<file path="config.mk">
export PLATFORM = sky130hd
export DESIGN_NAME = t0ps_timer
export DESIGN_NICKNAME = d
export VERILOG_FILES = /design/src/rtl/t0ps_pkg.sv /design/src/rtl/t0ps_timer.sv
export SDC_FILE = /design/constraint.sdc
export NUM_CORES = 1
export LEC_CHECK = 0
export BUFFER_PORTS_ARGS = -buffer_cell sky130_fd_sc_hd__clkbuf_2
export CORE_ASPECT_RATIO = 1.5
export CORE_UTILIZATION = 35
export CTS_BUF_LIST = sky130_fd_sc_hd__clkbuf_4 sky130_fd_sc_hd__clkbuf_8
export DETAILED_ROUTE_END_ITERATION = 16
export GPL_TIMING_DRIVEN = 0
export SYNTH_ARGS = -nofsm -noshare
export SYNTH_HDL_FRONTEND = slang
export SYNTH_SLANG_ARGS = --single-unit
</file>
<file path="constraint.sdc">
create_clock -name pclk -period 3.5 [get_ports pclk]
set_input_delay 0.875 -clock pclk [delete_from_list [all_inputs] [get_ports pclk]]
set_output_delay 0.875 -clock pclk [all_outputs]
set_load 0.02 [all_outputs]
</file>
<file path="src/rtl/t0ps_pkg.sv">
// Constants, register map and state carrier for the eight-bit timer with shared prescaler.
// Assumes a single 25 MHz pclk domain and APB access with 32-bit data words.

package t0ps_pkg;

  // Register indices; the byte address on APB is four times the index.
  localparam logic [7:0] T0PS_IDX_COUNT = 8'h01;
  localparam logic [7:0] T0PS_IDX_PORTA = 8'h05;
  localparam logic [7:0] T0PS_IDX_INTCTL = 8'h0B;
  localparam logic [7:0] T0PS_IDX_INTCTL_ALT = 8'h8B;
  localparam logic [7:0] T0PS_IDX_OPTION = 8'h81;
  localparam logic [7:0] T0PS_IDX_PADIR = 8'h85;
  localparam logic [7:0] T0PS_IDX_CORE_CTL = 8'hC0;

  // Option register field positions.
  localparam int T0PS_OPT_SRC = 5;
  localparam int T0PS_OPT_EDGE = 4;
  localparam int T0PS_OPT_ASSIGN = 3;
  localparam int T0PS_OPT_RATIO_LSB = 0;

  // Interrupt control field positions.
  localparam int T0PS_IC_GLOBAL = 7;
  localparam int T0PS_IC_PERIPH = 6;
  localparam int T0PS_IC_OVF_EN = 5;
  localparam int T0PS_IC_OVF_FLAG = 2;
  localparam int T0PS_IC_EXT_FLAG = 1;
  localparam int T0PS_IC_PORT_FLAG = 0;

  // Core control register fields: sleep level and watchdog clear strobe.
  localparam int T0PS_CC_SLEEP = 0;
  localparam int T0PS_CC_WDT_CLEAR = 1;

  // Reset values.
  localparam logic [7:0] T0PS_RST_OPTION = 8'hFF;
  localparam logic [7:0] T0PS_RST_INTCTL = 8'h00;
  localparam logic [5:0] T0PS_RST_PADIR = 6'h3F;
  localparam logic [4:0] T0PS_RST_PALATCH = 5'h00;

  // Timing: clock periods per instruction cycle and write stall length.
  localparam int T0PS_PCLK_HZ = 25000000;
  localparam int T0PS_CLKS_PER_INSTR = 4;
  localparam logic [1:0] T0PS_WRITE_STALL = 2'h2;
  localparam int T0PS_PIN_BIT = 4;

  // APB answer group.
  typedef struct packed {
    logic pready;
    logic pslverr;
    logic [31:0] prdata;
  } t0ps_apb_rsp_t;

  // Whole module state.
  typedef struct packed {
    t0ps_apb_rsp_t rsp;
    logic [1:0] phase;
    logic [1:0] stall;
    logic [7:0] count;
    logic [7:0] psc;
    logic [7:0] option;
    logic [7:0] intctl;
    logic [5:0] padir;
    logic [4:0] palatch;
    logic sleep;
    logic pin_meta;
    logic pin_sync;
    logic pin_prev;
    logic irq;
    logic wdt_tick;
    logic wdt_clear;
    logic [4:0] pa_out;
    logic [4:0] pa_oe;
  } t0ps_state_t;

endpackage

</file>
<file path="src/rtl/t0ps_timer.sv">
// Eight-bit timer/counter with a prescaler shared with the watchdog, behind an APB slave.
// Assumes inputs synchronous to pclk except the counter pin, which is synchronised here.
//
// Our own choice: the APB register port.

`timescale 1ns/10ps
`default_nettype none

module t0ps_timer #(
  parameter int CLKS_PER_INSTR = t0ps_pkg::T0PS_CLKS_PER_INSTR
) (
  input wire logic pclk,
  input wire logic presetn,
  input wire logic psel,
  input wire logic penable,
  input wire logic pwrite,
  input wire logic [11:0] paddr,
  input wire logic [31:0] pwdata,
  output logic pready,
  output logic pslverr,
  output logic [31:0] prdata,
  input wire logic soft_reset,
  input wire logic ext_flag_set,
  input wire logic port_change_set,
  input wire logic wdt_base_tick,
  input wire logic [4:0] pa_in,
  output logic [4:0] pa_out,
  output logic [4:0] pa_oe,
  output logic ovf_irq,
  output logic wdt_tick,
  output logic wdt_clear
);

  // The phase counter is two bits wide, so only four clocks per instruction fit.
  initial begin
    if (CLKS_PER_INSTR != 4) begin
      $error("CLKS_PER_INSTR must be 4");
    end
  end

  t0ps_pkg::t0ps_state_t s_q;
  t0ps_pkg::t0ps_state_t s_d;

  // Ratio mask: low bits of the prescaler that must all be one for a tick.
  function automatic logic [7:0] ratio_mask(input logic [2:0] ratio, input logic to_timer);
    logic [8:0] m;
    m = 9'h000;
    if (to_timer) begin
      m = (9'h002 << ratio) - 9'h001;
    end else begin
      m = (9'h001 << ratio) - 9'h001;
    end
    ratio_mask = m[7:0];
  endfunction

  // Read multiplexer over the register map.
  function automatic logic [7:0] read_reg(input t0ps_pkg::t0ps_state_t st,
                                          input logic [7:0] idx,
                                          input logic [4:0] pins);
    read_reg = 8'h00;
    case (idx)
      t0ps_pkg::T0PS_IDX_COUNT: begin
        read_reg = st.count;
      end
      t0ps_pkg::T0PS_IDX_PORTA: begin
        read_reg = {3'h0, pins};
      end
      t0ps_pkg::T0PS_IDX_INTCTL, t0ps_pkg::T0PS_IDX_INTCTL_ALT: begin
        read_reg = st.intctl;
      end
      t0ps_pkg::T0PS_IDX_OPTION: begin
        read_reg = st.option;
      end
      t0ps_pkg::T0PS_IDX_PADIR: begin
        read_reg = {2'h0, st.padir};
      end
      t0ps_pkg::T0PS_IDX_CORE_CTL: begin
        read_reg = {7'h00, st.sleep};
      end
      default: begin
        read_reg = 8'h00;
      end
    endcase
  endfunction

  // Address decode shared by the read and write paths.
  function automatic logic is_mapped(input logic [7:0] idx);
    case (idx)
      t0ps_pkg::T0PS_IDX_COUNT, t0ps_pkg::T0PS_IDX_PORTA, t0ps_pkg::T0PS_IDX_INTCTL,
      t0ps_pkg::T0PS_IDX_INTCTL_ALT, t0ps_pkg::T0PS_IDX_OPTION, t0ps_pkg::T0PS_IDX_PADIR,
      t0ps_pkg::T0PS_IDX_CORE_CTL: begin
        is_mapped = 1'b1;
      end
      default: begin
        is_mapped = 1'b0;
      end
    endcase
  endfunction

  logic [7:0] idx;
  logic aligned;
  logic setup;
  logic wr;
  logic instr_tick;
  logic to_timer;
  logic cnt_src;
  logic pin_edge;
  logic psc_in;
  logic psc_hit;
  logic cnt_tick;
  logic wr_count;
  logic wr_clear_wdt;
  logic ovf;
  logic [7:0] mask;

  // Decode of the current APB request; registers sit one word apart.
  assign idx = paddr[9:2];
  assign aligned = (paddr[1:0] == 2'h0) && (paddr[11:10] == 2'h0);
  assign setup = psel && !penable;
  assign wr = psel && penable && s_q.rsp.pready && pwrite && !s_q.rsp.pslverr;
  assign wr_count = wr && (idx == t0ps_pkg::T0PS_IDX_COUNT);
  assign wr_clear_wdt = wr && (idx == t0ps_pkg::T0PS_IDX_CORE_CTL) &&
                        pwdata[t0ps_pkg::T0PS_CC_WDT_CLEAR];

  // Instruction cycle strobe: one clock in every four of the phase counter.
  assign instr_tick = (s_q.phase == 2'(CLKS_PER_INSTR - 1));

  assign to_timer = !s_q.option[t0ps_pkg::T0PS_OPT_ASSIGN];

  // edge select polarity
  // Inverting both samples turns a falling edge into a rising one, so one detector serves.
  assign pin_edge = (s_q.pin_sync ^ s_q.option[t0ps_pkg::T0PS_OPT_EDGE]) &&
                    !(s_q.pin_prev ^ s_q.option[t0ps_pkg::T0PS_OPT_EDGE]);

  assign cnt_src = s_q.option[t0ps_pkg::T0PS_OPT_SRC] ? pin_edge : instr_tick;

  // sleep stops the timer
  // The prescaler input is the timer source when owned by the timer, else the watchdog base.
  assign psc_in = to_timer ? (cnt_src && !s_q.sleep) : wdt_base_tick;

  assign mask = ratio_mask(s_q.option[2:0], to_timer);
  assign psc_hit = psc_in && ((s_q.psc & mask) == mask);

  assign cnt_tick = !s_q.sleep && (s_q.stall == 2'h0) && (to_timer ? psc_hit : cnt_src);

  assign ovf = cnt_tick && (s_q.count == 8'hFF) && !wr_count;

  // Next-state logic for the whole block.
  always_comb begin
    s_d = s_q;
    s_d.wdt_tick = 1'b0;
    s_d.wdt_clear = 1'b0;

    // APB answer: registered one cycle after setup, so every access has no wait beyond it.
    s_d.rsp.pready = 1'b0;
    s_d.rsp.pslverr = 1'b0;
    if (setup) begin
      s_d.rsp.pready = 1'b1;
      s_d.rsp.pslverr = !(aligned && is_mapped(idx));
      s_d.rsp.prdata = {24'h000000, read_reg(s_q, idx, pa_in)};
      if (!(aligned && is_mapped(idx)) || pwrite) begin
        s_d.rsp.prdata = 32'h00000000;
      end
    end

    // Instruction phase counter runs free, even in sleep, to keep cycle alignment.
    s_d.phase = s_q.phase + 2'h1;

    s_d.pin_meta = pa_in[t0ps_pkg::T0PS_PIN_BIT];
    s_d.pin_sync = s_q.pin_meta;
    s_d.pin_prev = s_q.pin_sync;

    // Stall counter decrements once per instruction cycle.
    if ((s_q.stall != 2'h0) && instr_tick) begin
      s_d.stall = s_q.stall - 2'h1;
    end

    if (psc_in) begin
      s_d.psc = s_q.psc + 8'h01;
    end
    if (!to_timer && psc_hit) begin
      s_d.wdt_tick = 1'b1;
    end

    if (cnt_tick) begin
      s_d.count = s_q.count + 8'h01;
    end

    // Register writes take effect at the access edge only.
    if (wr) begin
      case (idx)
        t0ps_pkg::T0PS_IDX_COUNT: begin
          s_d.count = pwdata[7:0];
          s_d.stall = t0ps_pkg::T0PS_WRITE_STALL;
          if (to_timer) begin
            s_d.psc = 8'h00;
          end
        end
        t0ps_pkg::T0PS_IDX_PORTA: begin
          s_d.palatch = pwdata[4:0];
        end
        t0ps_pkg::T0PS_IDX_INTCTL, t0ps_pkg::T0PS_IDX_INTCTL_ALT: begin
          s_d.intctl = pwdata[7:0];
        end
        t0ps_pkg::T0PS_IDX_OPTION: begin
          s_d.option = pwdata[7:0];
        end
        t0ps_pkg::T0PS_IDX_PADIR: begin
          s_d.padir = pwdata[5:0];
        end
        t0ps_pkg::T0PS_IDX_CORE_CTL: begin
          s_d.sleep = pwdata[t0ps_pkg::T0PS_CC_SLEEP];
        end
        default: begin
          s_d.sleep = s_q.sleep;
        end
      endcase
    end

    if (wr_clear_wdt) begin
      s_d.wdt_clear = 1'b1;
      if (!to_timer) begin
        s_d.psc = 8'h00;
        s_d.wdt_tick = 1'b0;
      end
    end

    // overflow sets the flag
    // A hardware set lands after a software write so an event is never lost.
    if (ovf) begin
      s_d.intctl[t0ps_pkg::T0PS_IC_OVF_FLAG] = 1'b1;
    end
    if (ext_flag_set) begin
      s_d.intctl[t0ps_pkg::T0PS_IC_EXT_FLAG] = 1'b1;
    end
    if (port_change_set) begin
      s_d.intctl[t0ps_pkg::T0PS_IC_PORT_FLAG] = 1'b1;
    end

    if (soft_reset) begin
      s_d.intctl = {t0ps_pkg::T0PS_RST_INTCTL[7:1], s_q.intctl[t0ps_pkg::T0PS_IC_PORT_FLAG]};
      s_d.option = t0ps_pkg::T0PS_RST_OPTION;
      s_d.padir = t0ps_pkg::T0PS_RST_PADIR;
      s_d.sleep = 1'b0;
    end

    s_d.irq = s_d.intctl[t0ps_pkg::T0PS_IC_OVF_FLAG] && s_d.intctl[t0ps_pkg::T0PS_IC_OVF_EN];

    // direction one means input
    // Pin four is open drain: it only ever pulls low.
    s_d.pa_out = s_d.palatch;
    s_d.pa_oe = ~s_d.padir[4:0];
    s_d.pa_out[t0ps_pkg::T0PS_PIN_BIT] = 1'b0;
    s_d.pa_oe[t0ps_pkg::T0PS_PIN_BIT] = !s_d.padir[t0ps_pkg::T0PS_PIN_BIT] &&
                                        !s_d.palatch[t0ps_pkg::T0PS_PIN_BIT];
  end

  // State register; power-on reset clears the port change flag as well.
  always_ff @(posedge pclk or negedge presetn) begin
    if (!presetn) begin
      s_q <= '0;
      s_q.option <= t0ps_pkg::T0PS_RST_OPTION;
      s_q.intctl <= t0ps_pkg::T0PS_RST_INTCTL;
      s_q.padir <= t0ps_pkg::T0PS_RST_PADIR;
      s_q.palatch <= t0ps_pkg::T0PS_RST_PALATCH;
    end else begin
      s_q <= s_d;
    end
  end

  // Outputs straight from the state flip-flops.
  assign pready = s_q.rsp.pready;
  assign pslverr = s_q.rsp.pslverr;
  assign prdata = s_q.rsp.prdata;
  assign pa_out = s_q.pa_out;
  assign pa_oe = s_q.pa_oe;
  assign ovf_irq = s_q.irq;
  assign wdt_tick = s_q.wdt_tick;
  assign wdt_clear = s_q.wdt_clear;

endmodule

`default_nettype wire

</file>
==> key figures, run 1 <==
Worst setup path
  • Worst setup endpoint: s_q[58]$_DFF_PN0_
  • Reg2reg setup slack: 0.23 ns
  • Critical path required time: 3.77 ns
  • RR Endpoint: s_q[58]$_DFF_PN0_
  • Top delay family on crit path: simple AND/OR/NAND/NOR gates
  • Worst setup path start: s_q[36]$_DFFE_PN1P_
  • Critical path depth: 13
  • CP max stage delay: 0.56 ns
  • Data arrival time of the worst path: 3.54 ns
  • Critical path buffer and inverter count: 3
  • Crit path cell chain: inv_1 -> ha_1 -> buf_2 -> nand2_1 -> ha_1 -> buf_2 -> nand2b_1 -> o221ai_1 -> a2111oi_2 -> nor4_2 -> a31oi_2 -> or4_1 -> a31oi_1
  • RR Startpoint: s_q[36]$_DFFE_PN1P_
  • Crit path capture type: register
  • Slowest-stage cell, CP: dfstp_2
  • Worst r2r path cells: 13
  • CP Class: reg2reg
  • CP max FO: 10
  • Critical path launch point type: register

STA
  • Final hold vios: 0
  • Rel. slew slack: 40.08%
  • F_max: 0.3056 GHz
  • RSZ-0062 raised after global routing: no
  • Clock skew: 0.01246 ns
  • Final period util: 93.49%
  • Crit path time final: 3.272 ns
  • Worst slew pin tran: 0.8919 ns
  • Max Slew Vio Count: 0
  • # setup viols final: 0
  • Total negative slack: 0 ns

Layout
  • Layout Cells excl Fill: 651
  • Fin nets: 565
  • Share of cells above drive strength 1: 29.76%
  • Layout area overhead: 20.87%
  • Ant diodes: 0
  • Post-layout util: 43.22%

CTS
  • CTS Buf Count: 9
  • CTS tree: built
  • H-tree depth: 3
  • Clock-pin slew on the worst setup and hold paths: 0.07 ns
  • Longest Clk Path Bufs: 2
  • CTS Root Cell: clkbuf_8
  • Clk Latency, worst-skew pair: 0.36 ns
  • Post-CTS Hold Fix Bufs: 0
  • # Post-CTS Setup Buffers: 0
  • Clk sinks: 69
  • # resized after CTS: 0

Placed design
  • Number of port buffers: 54
  • RePlAce Congestion: 0.8758
  • Placed cell count: 636
  • DP HPWL: 7641 um

Global routing
  • Largest net degree at the start of global routing: 52
  • Gr usage total: 17.98%
  • GR Util met3: 3.632%
  • Antenna violations before repair: 0
  • Gr busiest metal: met2
  • Vias in the first global route: 3145
  • Gr ovfl total: 0
  • Grt met1 use: 20.08%
  • First-pass GRT wire length: 15680 um
  • Met2 Track Usage GR: 32.26%

Job
  • Max-Cap Viols: 0

Die
  • Die Ht: 131.8 um
  • Core area: 11000 um2
  • Die Footprint: 11670 um2
  • Core Rows: 47
  • Initial Utilization: 35.76%
  • IO Count: 105
  • Die X-Extent: 88.55 um

Detailed routing
  • Total wire length: 9842 um
  • Detailed Routing Iterations Pass 1: 7
  • Detailed-route DRC error count: 0
  • Routed via count: 3295
  • Routed len/inst: 15.12 um
  • DR iter-0 viols: 222
  • Via/cell ratio: 5.061
  • Remaining antenna violation count: 0

Synth
  • Yosys warning count: 0
  • Post-synth EDFFs: 0
  • Netlist cell types: 59
  • Synthesized area: 3933 um2
  • Async set-or-reset flop fraction in the synthesized netlist: 100.0%
  • Syn Area/Cell: 9.592 um2
  • #FFs+latches synth: 69
  • Synth Instances: 410
  • Synth Flop Type: dfrtp_1
  • Sequential share of the synthesized area: 44.35%

Min path
  • Min-delay worst type: reg2reg

Power and ir drop
  • PwrDens: 437.8 nW/um2
  • Overall power: 2081 uW
  • VDD IR-drop max: 0.2399 mV
  • Leakage Power: 0.002285 uW

Status
  • Status: complete, no violations
## registers in the layout, summed over array words and instances, names as in the netlist
signal	count
ovf_irq	1
pa_oe	5
prdata	8
pready	1
pslverr	1
s_d	2
s_q	49
wdt_clear	1
wdt_tick	1
## layout by cell type, fill, tap and decap left out, types with 4 or more instances in the layout
cell type,n
a22oi_1,5
nor3_1,9
o21ai_0,7
clkbuf_2,53
a21oi_1,11
ha_1,7
xor2_1,6
nand2b_1,5
nor2b_1,6
nor3b_1,6
conb_1,25
nor2_1,36
nand2_1,45
clkbuf_1,7
a222oi_1,7
a22o_1,7
buf_4,45
mux2_2,4
mux2i_1,16
nand4_1,7
or4_1,7
a31oi_1,4
dfstp_2,14
nand3_1,14
dfrtp_1,55
buf_2,4
clkbuf_8,9
o211ai_1,9
inv_1,17
## Yosys cell counts, drive strengths merged, types with 9 or more instances
library cell  number  area share (%)
dfrtp             55              35
buf               52              10
nand2             45             4.3
nor2              37             3.7
inv               18             1.7
mux2i             16             4.1
dfstp             14             9.4
nand3             14             1.8
a21oi             11             1.4
nor3              11             1.8
o211ai            10             2.0
o21ai              9             1.1
## through the flow
step                setup WS [ns]  area [um2]  hold WS (ns)
CTS                       0.07389        4742        0.3549
finish                     0.2279        4753        0.3541
global placement           0.1351        4477        0.3357
floorplan                  0.5754        4023        0.3312
global route              0.01153        4753        0.3561
detailed placement        0.09604        4507        0.3379
## cell type report
cell class	count	area [um2]
fill	1115	6243
multi-input combinational	287	1800
sequential	69	1744
buffer	59	417.9
timing repair buffer	55	300.3
tap	147	183.9
clock buffer	9	123.9
clock inverter	6	111.4
inverter	19	71.32
## routing by layer
metal	vias up	part of all wire, %
met5	-	0
met4	0	2.4
met3	20	4.7
met2	103	55
met1	1604	38
li1	1568	-
## power breakdown
group	internal [uW]	switching (uW)	total, uW	leakage, uW
Clock	470	308	779	0.000116
Sequential	873	91.7	964	0.000874
Combinational	150	188	338	0.00130
Total	1490	588	2080	0.00229
## how the worst min path moves through the flow
stage | from | end | slack [ns] | depth (start not counted)
after floorplan | s_d[14]$_DFF_PN0_ | s_d[13]$_DFF_PN0_ | 0.33 | 0
after global placement | s_d[14]$_DFF_PN0_ | s_d[13]$_DFF_PN0_ | 0.34 | 0
after detailed placement | s_d[14]$_DFF_PN0_ | s_d[13]$_DFF_PN0_ | 0.34 | 0
after CTS | s_d[14]$_DFF_PN0_ | s_d[13]$_DFF_PN0_ | 0.35 | 0
after global routing | s_d[14]$_DFF_PN0_ | s_d[13]$_DFF_PN0_ | 0.36 | 0
final | s_d[14]$_DFF_PN0_ | s_d[13]$_DFF_PN0_ | 0.35 | 0
## logic make-up (layout without fill, tap and decap cells)
kind of cell	Yosys count	count (layout)	synth area share, %
multiplexers	20	20	5.218
AO/OA/AOI/OAI	74	74	14.00
adder cells (fa/ha/maj)	7	7	2.227
AND/OR/NAND/NOR	152	152	19.66
flip-flops	69	69	44.35
buffers and inverters	78	148	12.44
other	1	25	0.09536
XOR/XNOR	9	9	2.005
Power figures use the tool's default switching activity.
==> inputs of run 2 (changes only) <==
- clock period: 3.5 -> 3.72 ns (I/O delays scaled with it)
==> run 2 against run 1 <==
  * Clock power shrank 5.9%
  * Sequential share of layout area up 0.087 points
  * Total power decreased by 6.0%
  * Via count is 0.21% higher
  * Critical path depth up 1
  * Flip-flop and latch count is the same
  * Non-clock buffer count is the same
  * Die area unchanged
  * Final cell count is the same
  * Core utilization decreased by 0.10 points
  * Critical endpoint is now s_q[30]$_DFF_PN0_
  * Highest routed layer unchanged
==> key figures, run 2 (synthesis results as in run 1) <==
Detailed routing
  • Detailed-route DRC error count: 0
  • Top sig layer: met4
  • Remaining antenna violation count: 0
  • Total wire length: 9827 um
  • DR iter-0 viols: 222
  • Routed wl met2: 5331 um
  • M1 WL: 3822 um
  • Detailed Routing Iterations Pass 1: 5
  • WL met3: 430 um
  • Routed len/inst: 15.10 um
  • Via/cell ratio: 5.072
  • Routed via count: 3302

STA
  • Worst setup margin: 0.3147 ns
  • Clock skew: 0.01247 ns
  • Total negative slack: 0 ns
  • Final period util: 91.54%
  • Final hold vios: 0
  • Worst slew pin tran: 0.9008 ns
  • F_max: 0.2937 GHz
  • # setup viols final: 0
  • RSZ-0062 raised after global routing: no
  • Rel. slew slack: 39.82%
  • Crit path time final: 3.405 ns
  • Max Slew Vio Count: 0

Worst setup path
  • Critical path launch point type: register
  • Reg2reg setup slack: 0.31 ns
  • CP max FO: 10
  • Data arrival time of the worst path: 3.65 ns
  • Crit path capture type: register
  • Most used cell, CP: buf_2
  • Worst r2r path cells: 14
  • CP Class: reg2reg
  • CP max stage delay: 0.56 ns
  • Top delay family on crit path: compound AO/OA/AOI/OAI gates
  • Crit path cell chain: inv_1 -> ha_1 -> buf_2 -> nand2_1 -> ha_1 -> buf_2 -> nand2b_1 -> o221ai_1 -> a2111oi_1 -> nor4_2 -> a31oi_1 -> buf_2 -> nor3_1 -> or2_1
  • Critical path buffer and inverter count: 4
  • RR Endpoint: s_q[30]$_DFF_PN0_
  • Critical path required time: 3.97 ns
  • Slowest-stage cell, CP: dfstp_2
  • RR Startpoint: s_q[36]$_DFFE_PN1P_

Power and ir drop
  • Combinational share of power: 16.2%
  • PwrDens: 412.7 nW/um2
  • Leakage Power: 0.002283 uW
  • Clk pwr share: 37.4%
  • Net Sw Frac: 28.27%
  • Seq pwr share: 46.4%
  • NetSw: 553.3 uW
  • VDD IR-drop max: 0.2257 mV
  • Internal cell power: 1404 uW

CTS
  • CTS tree: built
  • Clk Latency, worst-skew pair: 0.36 ns
  • Clk sinks: 69
  • # resized after CTS: 0
  • Clock-pin slew on the worst setup and hold paths: 0.08 ns
  • H-tree depth: 3
  • CTS Buf Count: 9
  • Longest Clk Path Bufs: 2
  • CTS Root Cell: clkbuf_8
  • Post-CTS Hold Fix Bufs: 0
  • # Post-CTS Setup Buffers: 0

Global routing
  • Vias in the first global route: 3145
  • Largest net degree at the start of global routing: 52
  • Antenna violations before repair: 0
  • First-pass GRT wire length: 15680 um
  • Gr ovfl total: 0
  • Gr usage total: 17.98%

Layout
  • Share of cells above drive strength 1: 29.37%
  • Design area: 4742 um2
  • Largest reg by FF count: s_q
  • Post-layout util: 43.12%
  • Most frequent cells in the layout: dfrtp_1 (55), clkbuf_2 (53), nand2_1 (45), buf_4 (45), nor2_1 (36)
  • Fin nets: 565
  • Layout area overhead: 20.59%
  • Ant diodes: 0
  • Most common cell after layout, fill and taps aside: dfrtp_1
  • Largest register FFs: 49

Placed design
  • Number of port buffers: 54
  • Pre-CTS setup slack: 0.3160 ns
  • Placed cell areas: 4507 um2
  • DP HPWL: 7641 um
  • RePlAce Congestion: 0.8758

Status
  • Status: complete, no violations

Die
  • Die X-Extent: 88.55 um
  • Die Footprint: 11670 um2
  • Core Rows: 47
  • Initial Utilization: 35.76%
  • Die Ht: 131.8 um
  • IO Count: 105
  • Core area: 11000 um2

Min path
  • Worst Hold Launch: s_d[14]$_DFF_PN0_
  • Worst Hold Path EP: s_d[13]$_DFF_PN0_
  • Hold depth: 0
  • Min-delay worst type: reg2reg

Job
  • Max-Cap Viols: 0
run 2: cell counts in the layout (fill, tap and decap cells not counted):
Identical to the previous run, type by type.
run 2: how the worst max path moves through the flow:
stage | from | endpoint | slack, ns | cells after the start
4_1_cts | s_q[36]$_DFFE_PN1P_ | s_q[30]$_DFF_PN0_ | 0.29 | 14
5_1_grt | s_q[36]$_DFFE_PN1P_ | s_q[30]$_DFF_PN0_ | 0.04 | 14
3_3_place_gp | s_q[36]$_DFFE_PN1P_ | s_q[30]$_DFF_PN0_ | 0.36 | 14
3_5_place_dp | s_q[36]$_DFFE_PN1P_ | s_q[30]$_DFF_PN0_ | 0.32 | 14
6_report | s_q[36]$_DFFE_PN1P_ | s_q[30]$_DFF_PN0_ | 0.31 | 14
2_1_floorplan | s_q[36]$_DFFE_PN1P_ | s_q[30]$_DFF_PN0_ | 0.80 | 14
run 2: cell type report:
type | instances | area (um2)
sequential | 69 | 1744
buffer | 59 | 417.9
inverter | 19 | 71.32
fill | 1117 | 6255
tap | 147 | 183.9
timing repair buffer | 55 | 300.3
clock inverter | 6 | 111.4
clock buffer | 9 | 123.9
multi-input combinational | 287 | 1789
run 2: worst reg2reg max path, cell delays in order, from the launching register on:
cell and delay (ns):
dfstp_2 0.56, inv_1 0.06, ha_1 0.27, buf_2 0.18, nand2_1 0.08, ha_1 0.17, buf_2 0.17, nand2b_1 0.11
o221ai_1 0.12, a2111oi_1 0.45, nor4_2 0.12, a31oi_1 0.38, buf_2 0.31, nor3_1 0.12, or2_1 0.21
run 2: power by group through the flow:
| stage | clock network (uW) | logic (uW) | registers, uW |
|---|---|---|---|
| after global routing | 780 | 362 | 918 |
| after detailed placement | 0 | 317 | 921 |
| final | 733 | 317 | 907 |
| after global placement | 0 | 302 | 919 |
| after CTS | 760 | 319 | 907 |
| after floorplan | 0 | 230 | 894 |
run 2: stage by stage:
stage / total power [uW] / std cells / hold slack [ns]
3_5_place_dp: 1237 / 636 / 0.3379
3_3_place_gp: 1222 / 635 / 0.3357
6_report: 1957 / 651 / 0.3541
5_1_grt: 2060 / 651 / 0.3561
4_1_cts: 1986 / 651 / 0.3549
2_1_floorplan: 1124 / 434 / 0.3312
run 2: layer usage:
layer	up-vias	global-route usage, %
li1	1570	-
met1	1601	20.08
met2	109	32.26
met3	22	3.632
met4	0	7.437
met5	-	0
